### config.mk
export PLATFORM = sky130hd
export DESIGN_NAME = pdlc_regs
export DESIGN_NICKNAME = d
export VERILOG_FILES = /design/src/design/pdlc_pkg.sv /design/src/design/pdlc_regs.sv
export VERILOG_INCLUDE_DIRS = /design/src /design/src/design
export SDC_FILE = /design/constraint.sdc
export NUM_CORES = 1
export LEC_CHECK = 0
export BUFFER_PORTS_ARGS = -buffer_cell sky130_fd_sc_hd__buf_2
export CAP_MARGIN = 25
export CORE_ASPECT_RATIO = 0.8
export CORE_UTILIZATION = 30
export DETAILED_ROUTE_END_ITERATION = 16
export SLEW_MARGIN = 5
export SYNTH_ARGS = -nofsm -noshare
export SYNTH_HDL_FRONTEND = slang
export SYNTH_SLANG_ARGS = --single-unit
### constraint.sdc
create_clock -name clk_i -period 3.8 [get_ports clk_i]
set_clock_uncertainty 0.2 [all_clocks]
set_input_delay 0 -clock clk_i [delete_from_list [all_inputs] [get_ports clk_i]]
set_output_delay 0 -clock clk_i [all_outputs]
set_load 0.02 [all_outputs]
### src/design/pdlc_params.svh
/*
  Offsets, field positions, reset values and timing counts for the PHY
  diagnostic, transceiver gain and indicator configuration registers.
  Assumes inclusion by bare name from the design files.
*/
`ifndef PDLC_PARAMS_SVH
`define PDLC_PARAMS_SVH

// ----------------------------------------------------------------------
// Management addresses
// ----------------------------------------------------------------------
`define PDLC_ADDR_W 5
`define PDLC_DATA_W 16
`define PDLC_ADDR_DIAG 5'h12
`define PDLC_ADDR_GAIN 5'h13
`define PDLC_ADDR_LEDCFG 5'h17

// ----------------------------------------------------------------------
// Reset values
// ----------------------------------------------------------------------
`define PDLC_RST_DIAG 16'h0000
`define PDLC_RST_GAIN 16'h4000
`define PDLC_RST_LEDCFG 16'h0010

// ----------------------------------------------------------------------
// Field positions
// ----------------------------------------------------------------------
`define PDLC_BIT_FAIL 12
`define PDLC_BIT_DUPLEX 11
`define PDLC_BIT_RATE 10
`define PDLC_BIT_RXDET 9
`define PDLC_BIT_LOCK 8
`define PDLC_SECOND_MSB 7
`define PDLC_SECOND_LSB 4
`define PDLC_FIRST_MSB 3
`define PDLC_FIRST_LSB 0

// ----------------------------------------------------------------------
// Timing
// ----------------------------------------------------------------------
`define PDLC_CLK_NS 25
`define PDLC_BLINK_NS 50000000
`define PDLC_BLINK_CYCLES ((`PDLC_BLINK_NS + `PDLC_CLK_NS - 1) / `PDLC_CLK_NS)

`endif

### src/design/pdlc_pkg.sv
/*
  Types shared by the PHY diagnostic and indicator register bank.
  Assumes nothing beyond a SystemVerilog compiler.
*/
package pdlc_pkg;

  // ----------------------------------------------------------------------
  // Indicator source codes
  // ----------------------------------------------------------------------
  typedef enum logic [3:0] {
    PDLC_SRC_LINK     = 4'h0,
    PDLC_SRC_ACT      = 4'h1,
    PDLC_SRC_100      = 4'h5,
    PDLC_SRC_10       = 4'h6,
    PDLC_SRC_FDX      = 4'h7,
    PDLC_SRC_LINK_ACT = 4'h8
  } pdlc_src_e;

  typedef logic [15:0] pdlc_word_t;

endpackage

### src/design/pdlc_regs.sv
/*
  Management register bank of the PHY: diagnostic result of the last
  auto-negotiation, transmit gain control and indicator source selection,
  plus the two indicator outputs.
  Assumes a management engine in front that presents one-cycle read and
  write strobes with an address, and status inputs synchronous to clk_i.
*/
// Behaviour
// - A negotiation that ends with no common technology sets the failure flag in bit 12.
// - The failure flag stays set until software reads the diagnostic register, which clears it.
// - Bit 11 shows full duplex as the negotiated best mode, low for half duplex.
// - Bit 10 shows 100 Mb/s as the negotiated best speed, low for 10 Mb/s.
// - Bit 9 shows that a receive signal or Manchester data has been detected.
// - Bit 8 shows that the receive PLL is locked at the selected speed.
// - The diagnostic register lives at 0x12, is read-only apart from the flag, and resets to zero.
// - The gain control register at 0x13 is read-write and resets to 0x4000.
// - The indicator configuration register at 0x17 is read-write and resets to 0x0010.
// - Bits 7:4 pick the second indicator source and reset to activity.
// - Bits 3:0 pick the first indicator source and reset to link good.
// - Source codes are 0 link, 1 activity, 5 100 Mb/s, 6 10 Mb/s, 7 full duplex.
// - Source code 8 lights on link good and blinks off on activity.
// - All registers can be polled over the management port at their addresses.
`timescale 1ns/100ps
`default_nettype none
`include "pdlc_params.svh"

module pdlc_regs #(
  parameter int unsigned BLINK_CYCLES = `PDLC_BLINK_CYCLES
) (
  // Clock and reset.
  input wire logic clk_i,
  input wire logic resetn_i,
  // Management register port.
  input wire logic rd_en_i,
  input wire logic wr_en_i,
  input wire logic [`PDLC_ADDR_W-1:0] addr_i,
  input wire pdlc_pkg::pdlc_word_t wr_data_i,
  output var pdlc_pkg::pdlc_word_t rd_data_o,
  output logic rd_valid_o,
  // Negotiation result and receive status.
  input wire logic neg_done_i,
  input wire logic neg_fail_i,
  input wire logic neg_full_duplex_i,
  input wire logic neg_speed100_i,
  input wire logic receive_signal_detected_i,
  input wire logic rx_pll_lock_i,
  // Link state for the indicators.
  input wire logic link_good_i,
  input wire logic activity_i,
  // Transceiver controls and indicators.
  output var pdlc_pkg::pdlc_word_t tx_gain_o,
  output logic first_led_o,
  output logic second_led_o
);
  import pdlc_pkg::*;

  localparam int unsigned CNT_W = $clog2(BLINK_CYCLES + 1);
  localparam pdlc_word_t LEDCFG_RST = `PDLC_RST_LEDCFG;

  logic negotiation_failed_flag_ff, nxt_negotiation_failed_flag;
  logic full_duplex_result_ff, nxt_full_duplex_result;
  logic rate100_ff, nxt_rate100;
  logic receive_signal_detected_ff, nxt_receive_signal_detected;
  logic pll_lock_ff, nxt_pll_lock;
  pdlc_word_t gain_ff, nxt_gain;
  logic [3:0] first_indicator_source_ff, nxt_first_indicator_source;
  logic [3:0] second_indicator_source_ff, nxt_second_indicator_source;
  pdlc_word_t rd_data_ff, nxt_rd_data;
  logic rd_valid_ff, nxt_rd_valid;
  logic [CNT_W-1:0] act_cnt_ff, nxt_act_cnt;
  logic first_led_ff, nxt_first_led;
  logic second_led_ff, nxt_second_led;
  logic chk_live_ff, nxt_chk_live;
  logic rd_diag, wr_gain, wr_led;
  logic act_on;
  pdlc_word_t diag_word;

  // ----------------------------------------------------------------------
  // Address decode and register images
  // ----------------------------------------------------------------------

  // Strobes per register and the assembled diagnostic word.
  assign rd_diag = rd_en_i && (addr_i == `PDLC_ADDR_DIAG);
  assign wr_gain = wr_en_i && (addr_i == `PDLC_ADDR_GAIN);
  assign wr_led = wr_en_i && (addr_i == `PDLC_ADDR_LEDCFG);
  assign act_on = (act_cnt_ff != '0);
  always_comb begin
    diag_word = `PDLC_RST_DIAG;
    diag_word[`PDLC_BIT_FAIL] = negotiation_failed_flag_ff;
    diag_word[`PDLC_BIT_DUPLEX] = full_duplex_result_ff;
    diag_word[`PDLC_BIT_RATE] = rate100_ff;
    diag_word[`PDLC_BIT_RXDET] = receive_signal_detected_ff;
    diag_word[`PDLC_BIT_LOCK] = pll_lock_ff;
  end

  // Maps a source code onto the indicator level; reserved codes stay dark.
  function automatic logic led_level(input logic [3:0] code, input logic link,
                                     input logic act);
    case (code)
      PDLC_SRC_LINK: led_level = link;
      PDLC_SRC_ACT: led_level = act;
      PDLC_SRC_100: led_level = rate100_ff;
      PDLC_SRC_10: led_level = ~rate100_ff;
      PDLC_SRC_FDX: led_level = full_duplex_result_ff;
      PDLC_SRC_LINK_ACT: led_level = link & ~act;
      default: led_level = 1'b0;
    endcase
  endfunction

  // ----------------------------------------------------------------------
  // Next-state logic
  // ----------------------------------------------------------------------

  // Computes every register's next value; a failure event wins over the read clear.
  always_comb begin
    nxt_negotiation_failed_flag = negotiation_failed_flag_ff;
    if (rd_diag) begin
      nxt_negotiation_failed_flag = 1'b0;
    end
    if (neg_done_i && neg_fail_i) begin
      nxt_negotiation_failed_flag = 1'b1;
    end
    nxt_full_duplex_result = full_duplex_result_ff;
    nxt_rate100 = rate100_ff;
    if (neg_done_i) begin
      nxt_full_duplex_result = neg_full_duplex_i;
      nxt_rate100 = neg_speed100_i;
    end
    nxt_receive_signal_detected = receive_signal_detected_i;
    nxt_pll_lock = rx_pll_lock_i;
    nxt_chk_live = 1'b1; // Arms the checks one edge after reset release.
    nxt_gain = wr_gain ? wr_data_i : gain_ff;
    nxt_first_indicator_source = first_indicator_source_ff;
    nxt_second_indicator_source = second_indicator_source_ff;
    if (wr_led) begin
      nxt_first_indicator_source = wr_data_i[`PDLC_FIRST_MSB:`PDLC_FIRST_LSB];
      nxt_second_indicator_source = wr_data_i[`PDLC_SECOND_MSB:`PDLC_SECOND_LSB];
    end
    nxt_rd_valid = rd_en_i;
    nxt_rd_data = rd_data_ff;
    if (rd_en_i) begin
      case (addr_i)
        `PDLC_ADDR_DIAG: nxt_rd_data = diag_word;
        `PDLC_ADDR_GAIN: nxt_rd_data = gain_ff;
        `PDLC_ADDR_LEDCFG: nxt_rd_data = {8'h00, second_indicator_source_ff,
                                          first_indicator_source_ff};
        default: nxt_rd_data = 16'h0000;
      endcase
    end
    if (activity_i) begin
      nxt_act_cnt = CNT_W'(BLINK_CYCLES);
    end else if (act_on) begin
      nxt_act_cnt = act_cnt_ff - CNT_W'(1);
    end else begin
      nxt_act_cnt = act_cnt_ff;
    end
    nxt_first_led = led_level(first_indicator_source_ff, link_good_i, act_on);
    nxt_second_led = led_level(second_indicator_source_ff, link_good_i, act_on);
  end

  // Registers all state.
  always_ff @(posedge clk_i or negedge resetn_i) begin
    if (!resetn_i) begin
      negotiation_failed_flag_ff <= 1'b0;
      full_duplex_result_ff <= 1'b0;
      rate100_ff <= 1'b0;
      receive_signal_detected_ff <= 1'b0;
      pll_lock_ff <= 1'b0;
      gain_ff <= `PDLC_RST_GAIN;
      first_indicator_source_ff <= LEDCFG_RST[`PDLC_FIRST_MSB:`PDLC_FIRST_LSB];
      second_indicator_source_ff <= LEDCFG_RST[`PDLC_SECOND_MSB:`PDLC_SECOND_LSB];
      rd_data_ff <= 16'h0000;
      rd_valid_ff <= 1'b0;
      act_cnt_ff <= '0;
      first_led_ff <= 1'b0;
      second_led_ff <= 1'b0;
      chk_live_ff <= 1'b0;
    end else begin
      negotiation_failed_flag_ff <= nxt_negotiation_failed_flag;
      full_duplex_result_ff <= nxt_full_duplex_result;
      rate100_ff <= nxt_rate100;
      receive_signal_detected_ff <= nxt_receive_signal_detected;
      pll_lock_ff <= nxt_pll_lock;
      gain_ff <= nxt_gain;
      first_indicator_source_ff <= nxt_first_indicator_source;
      second_indicator_source_ff <= nxt_second_indicator_source;
      rd_data_ff <= nxt_rd_data;
      rd_valid_ff <= nxt_rd_valid;
      act_cnt_ff <= nxt_act_cnt;
      first_led_ff <= nxt_first_led;
      second_led_ff <= nxt_second_led;
      chk_live_ff <= nxt_chk_live;
    end
  end

  // Outputs straight from flip-flops.
  assign rd_data_o = rd_data_ff;
  assign rd_valid_o = rd_valid_ff;
  assign tx_gain_o = gain_ff;
  assign first_led_o = first_led_ff;
  assign second_led_o = second_led_ff;
endmodule
`default_nettype wire

### Yosys cells after proc, flatten, opt, wreduce, memory -nomap -nowiden

Cells that the tools add are included.

* $add $sub $neg: 1
* equal/unequal tests: 13
* muxes and demuxes: 7
* bitwise gates (word level): 3
* reduce and logical (&&, ||, !) cells: 9

Operators with widths (count)
* $pmux 16 s3: 1
* $mux 21: 2
* $eq 4x3->1 const B: 6
* $reduce_bool 21->1: 1
* $sub 21x1->21 const B: 1
* $eq 5x5->1 const B: 3
* $pmux 1 s6: 2
* $eq 4x1->1 const B: 2
* $eq 4x4->1 const B: 2
* $logic_not 4->1: 2
* $logic_and 1x1->1: 4
* $reduce_bool 2->1: 2
* $mux 1: 2
* $not 1->1: 2
* $and 1x1->1: 1

* flip-flop bits (word level): 69
* input port bits: 33
* output and inout bits: 35
* logic and storage cells: 46

### Depth between registers and ports, before layout

* depth in word-level cells: 4
* depth in mapped cells: 8
* depth with buffers taken out: 7

### Least setup slack after synthesis

Ideal clock, no wire load.

* path type: register -> register
* from: register act_cnt_ff[5]
* to: register act_cnt_ff[19]
* library setup time: 0.131 ns
* arrival: 1.833 ns
* data required time: 3.469 ns
* setup slack: 1.636 ns
* stages on the path, launching flop included: 6
* buffers on the path: 0
* period minus slack after synthesis: 2.164 ns
* cells stage by stage: dfrtp_1 or4_4 nor3_4 nand3_2 o31ai_2 or3b_1

* cells in the longest elaborated chain, start to end: 3
* elaborated cells between the ends (all ways): 5
* classes of those cells: add/sub (1); mux (2); reduce/logical (2)

RTL lines
* start, declared: RTL line pdlc_regs.sv:70 `logic [CNT_W-1:0] act_cnt_ff, nxt_act_cnt;`
* start signal, assigned: RTL line pdlc_regs.sv:189 `act_cnt_ff <= nxt_act_cnt;`
* $sub 21x1->21: RTL line pdlc_regs.sv:153 `nxt_act_cnt = act_cnt_ff - CNT_W'(1);`
* $mux 21: RTL line pdlc_regs.sv:152 `end else if (act_on) begin`
* $mux 21: RTL line pdlc_regs.sv:150 `if (activity_i) begin`

Parallel ways exist; a longest one is shown, timed or not. The select of a mux whose other input is x is not followed.
A chain may end at the register's enable or synchronous reset.

### Worst setup path after layout

* from: register act_cnt_ff[0]
* to: register first_led_ff (netlist: first_led_o)

* cells in the longest elaborated chain, start to end: 4

RTL lines
* $reduce_bool 21->1 (*): RTL line pdlc_regs.sv:86 `assign act_on = (act_cnt_ff != '0);`
* $not 1->1: RTL line pdlc_regs.sv:105 `PDLC_SRC_LINK_ACT: led_level = link & ~act;`
* $and 1x1->1: RTL line pdlc_regs.sv:105
* $pmux 1 s6 (*): RTL line pdlc_regs.sv:99 `case (code)`
* net nxt_first_led: RTL line pdlc_regs.sv:71 `logic first_led_ff, nxt_first_led;`
* end signal, assigned: RTL line pdlc_regs.sv:190 `first_led_ff <= nxt_first_led;`
* end, declared: RTL line pdlc_regs.sv:71

The timed path passes the listed nets; every way through them passes the cells marked *.

==> results by group <==
Die
  • Initial Util: 0.308
  • Core area: 10200 sq um
  • Die ar.: 10900 sq um
  • Die Y: 93.5 um
  • Num ports: 68
  • Die X: 116 um
  • Num rows: 33

Global route
  • Vias in the first global route: 2379
  • Gr ovfl total: 0
  • Initial antenna violation count: 0
  • First-pass GRT wire length: 12200 um
  • Met2 Track Usage GR: 0.205
  • Met1 Track Usage GR: 0.215
  • Overall global routing resource usage: 0.145
  • GRT Max-Usage Layer: met1
  • Pin count of the biggest net entering global routing: 44
  • Global Route met3 Usage: 0.0292

Worst setup path
  • Worst path arrival time: 2.65 ns
  • Worst Setup Start Kind: flop
  • Req. time, crit path: 3.82 ns
  • Setup crit end kind: flop
  • R2R depth: 7
  • Crit Path Max Fanout: 15
  • WS Path Type: reg -> reg
  • Reg2Reg Setup Slack: 1.17 ns

Clocking
  • Clk_lat worst skew: 0.32 ns
  • Root buffer cell: clkbuf_16
  • Post-CTS Setup Bufs: 0
  • Clock-pin slew on the worst setup and hold paths: 0.06 ns
  • Total number of H-tree levels: 3
  • CTS tree: yes
  • CTS max path bufs: 2
  • Clock Sinks: 69
  • CTS Buf Count: 9

Placement
  • Area after DPL: 3630 sq um
  • GPL Wtd Cong: 0.710
  • Detailed Place HPWL: 5030 um
  • PortBufs: 67
  • Dpl ws: 1.17 ns

Timing
  • RSZ-0062 raised after global routing: false
  • Count of final hold-check violations: 0
  • Setup-failing EPs final: 0
  • Setup ws final: 1.17 ns
  • Maximum clock rate: 381 MHz
  • Worst-Margin Slew: 0.844 ns
  • Relative slew slack: 0.438
  • Period utilization: 0.691
  • Max-slew violation count: 0
  • Crit path time final: 2.63 ns
  • Setup TNS Final: 0 ns

Pwr
  • Combinational share of power: 0.165
  • Worst VDD drop: 274 uV
  • P_int: 1.56 mW
  • Cell Pwr Density: 498 nW/um^2
  • Clock power share: 0.412
  • Seq pwr share: 0.422
  • Final Power: 2.14 mW
  • P_leak: 1.90 nW
  • Sw Ratio: 0.272
  • P_sw: 582 uW

Synth
  • Yosys top cell area share: 0.534
  • Mean area per synthesized cell: 11.3 sq um
  • Most frequent cell after synthesis: dfrtp_1
  • Post-Syn Nets: 313
  • Post-synth top cells: dfrtp_1, inv_1, mux2_2, nor2_1, nand2_1
  • Warnings from Yosys: 0
  • Top cells by area, synth: dfrtp_1, mux2_2, xor2_1, mux2_1, o22ai_1
  • Largest area contributor in the netlist: dfrtp_1
  • Top_reg_cell synth: dfrtp_1
  • Post-synth EDFFs: 0
  • Ys async rst share: 1.00
  • Mapped Area: 3140 sq um
  • Number of distinct library cells after synthesis: 47
  • Register bit total from synthesis: 69
  • Register area share after synthesis: 0.551
  • Syn Inst Count: 278

Drt
  • DRT Wirelength: 7530 um
  • Pre-antenna DRT Iters: 4
  • Routed vias: 2449
  • Via density: 4.65
  • 1st-iter DRT viols: 113
  • Drt drc: 0
  • Antenna viol nets, final: 0
  • WL/cell: 14.3 um

Worst hold path
  • Worst Hold Class: in -> reg
  • Worst Hold Depth: 2

Cells and area
  • Fill cells: 998
  • Ant diodes: 0
  • Nets: 417
  • Area grow syn2layout: 36.7%
  • Cell area after layout: 4290 sq um
  • Fraction of layout cells with a size suffix above 1: 0.295

Flow run
  • Maximum capacitance violations: 0

Status
  • Status: completed
-- critical path, stage by stage, from the launching register on --
cell and delay [ns]:
dfrtp_1 0.38, inv_1 0.12, ha_1 0.17, nor4b_1 0.39, nand4_2 0.49, nor2_4 0.39
a31oi_1 0.13, a311oi_1 0.25
-- sequential cells by signal (all words and copies together) (netlist names) --
signal / flops
act_cnt_ff: 21
first_indicator_source_ff: 4
first_led_o: 1
full_duplex_result_ff: 1
negotiation_failed_flag_ff: 1
pll_lock_ff: 1
rate100_ff: 1
rd_data_o: 16
rd_valid_o: 1
receive_signal_detected_ff: 1
second_indicator_source_ff: 4
second_led_o: 1
tx_gain_o: 16
-- cell families (layout without fill, tap and decap cells) --
family / after synthesis / count (layout) / synth area share
AOI/OAI and AO/OA: 49 / 49 / 0.0996
xor gates and xnor gates: 14 / 14 / 0.0390
adders and majority gates: 2 / 2 / 0.00797
buffers and inverters: 31 / 140 / 0.0379
DFF: 69 / 69 / 0.551
muxes: 32 / 32 / 0.113
and+or+nand+nor: 81 / 81 / 0.152
-- worst paths after layout --
kind | startpoint | to
max in group asynchronous | resetn_i | second_indicator_source_ff[0]$_DFFE_PN1P_
max reg2reg | act_cnt_ff[0]$_DFFE_PN0P_ | first_led_o$_DFF_PN0_
min in group asynchronous | resetn_i | rd_data_o[14]$_DFFE_PN0P_
max | act_cnt_ff[0]$_DFFE_PN0P_ | first_led_o$_DFF_PN0_
min reg2reg | act_cnt_ff[7]$_DFFE_PN0P_ | act_cnt_ff[7]$_DFFE_PN0P_
min | rx_pll_lock_i | pll_lock_ff$_DFF_PN0_
-- what timing repair did --
item,4_1_cts,5_1_grt
endpoints found under the setup margin,0,0
gates resized for setup,0,0
hold endpoints to repair,109,16
hold buffers,32,1
-- placed cells by master (no fill, tap or decap), drive strengths merged, types with 2 or more instances in the layout --
cell / count
a311oi: 2
clkbuf: 10
o31ai: 2
nor4: 3
dfstp: 2
a31oi: 2
bufinv: 2
nor3: 8
mux2: 27
a22oi: 8
o21ai: 10
mux2i: 5
a211oi: 2
or4: 4
or3b: 2
buf: 70
dfrtp: 67
nand2b: 5
o22ai: 13
nand3: 9
nand3b: 2
or3: 3
nor3b: 2
nand2: 15
ha: 2
nand4b: 3
clkinvlp: 3
nor2: 18
dlygate4sd3: 33
xor2: 13
inv: 21
a21oi: 8
-- power by group through the flow --
stage          clock network, mW  registers, mW  logic, mW
2_1_floorplan                  0          0.945      0.164
3_3_place_gp                   0          0.911      0.318
3_5_place_dp                   0          0.915      0.326
4_1_cts                    0.902          0.903      0.353
5_1_grt                    0.936          0.917      0.387
6_report                   0.882          0.904      0.353
-- routing by layer --
metal  part of all wire  wire, um  up-vias
li1                   -         -     1202
met3              0.031       231       11
met1               0.51      3880     1196
met5                  0         0        -
met4              0.014       103        0
met2               0.44      3320       40
-- final cells by class --
type                            instances  area [sq um]  area share
Timing Repair Buffer                  103           701       0.163
Clock buffer                           10           229      0.0533
Inverter                               21          78.8      0.0184
Sequential cell                        69          1730       0.403
Multi-Input combinational cell        178          1290       0.301
Clock inverter                          6          87.6      0.0204
Tap cell                              140           175      0.0408
-- metrics by stage --
| step | hold slack, ns | instances | util |
|---|---|---|---|
| 4_1_cts | 0.111 | 525 | 0.418 |
| 3_5_place_dp | -0.0894 | 477 | 0.356 |
| 6_report | 0.115 | 527 | 0.421 |
| 2_1_floorplan | -0.496 | 278 | - |
| 5_1_grt | 0.109 | 527 | 0.421 |
| 3_3_place_gp | -0.0912 | 477 | 0.356 |
No activity file was read; power rests on OpenSTA's default activity.
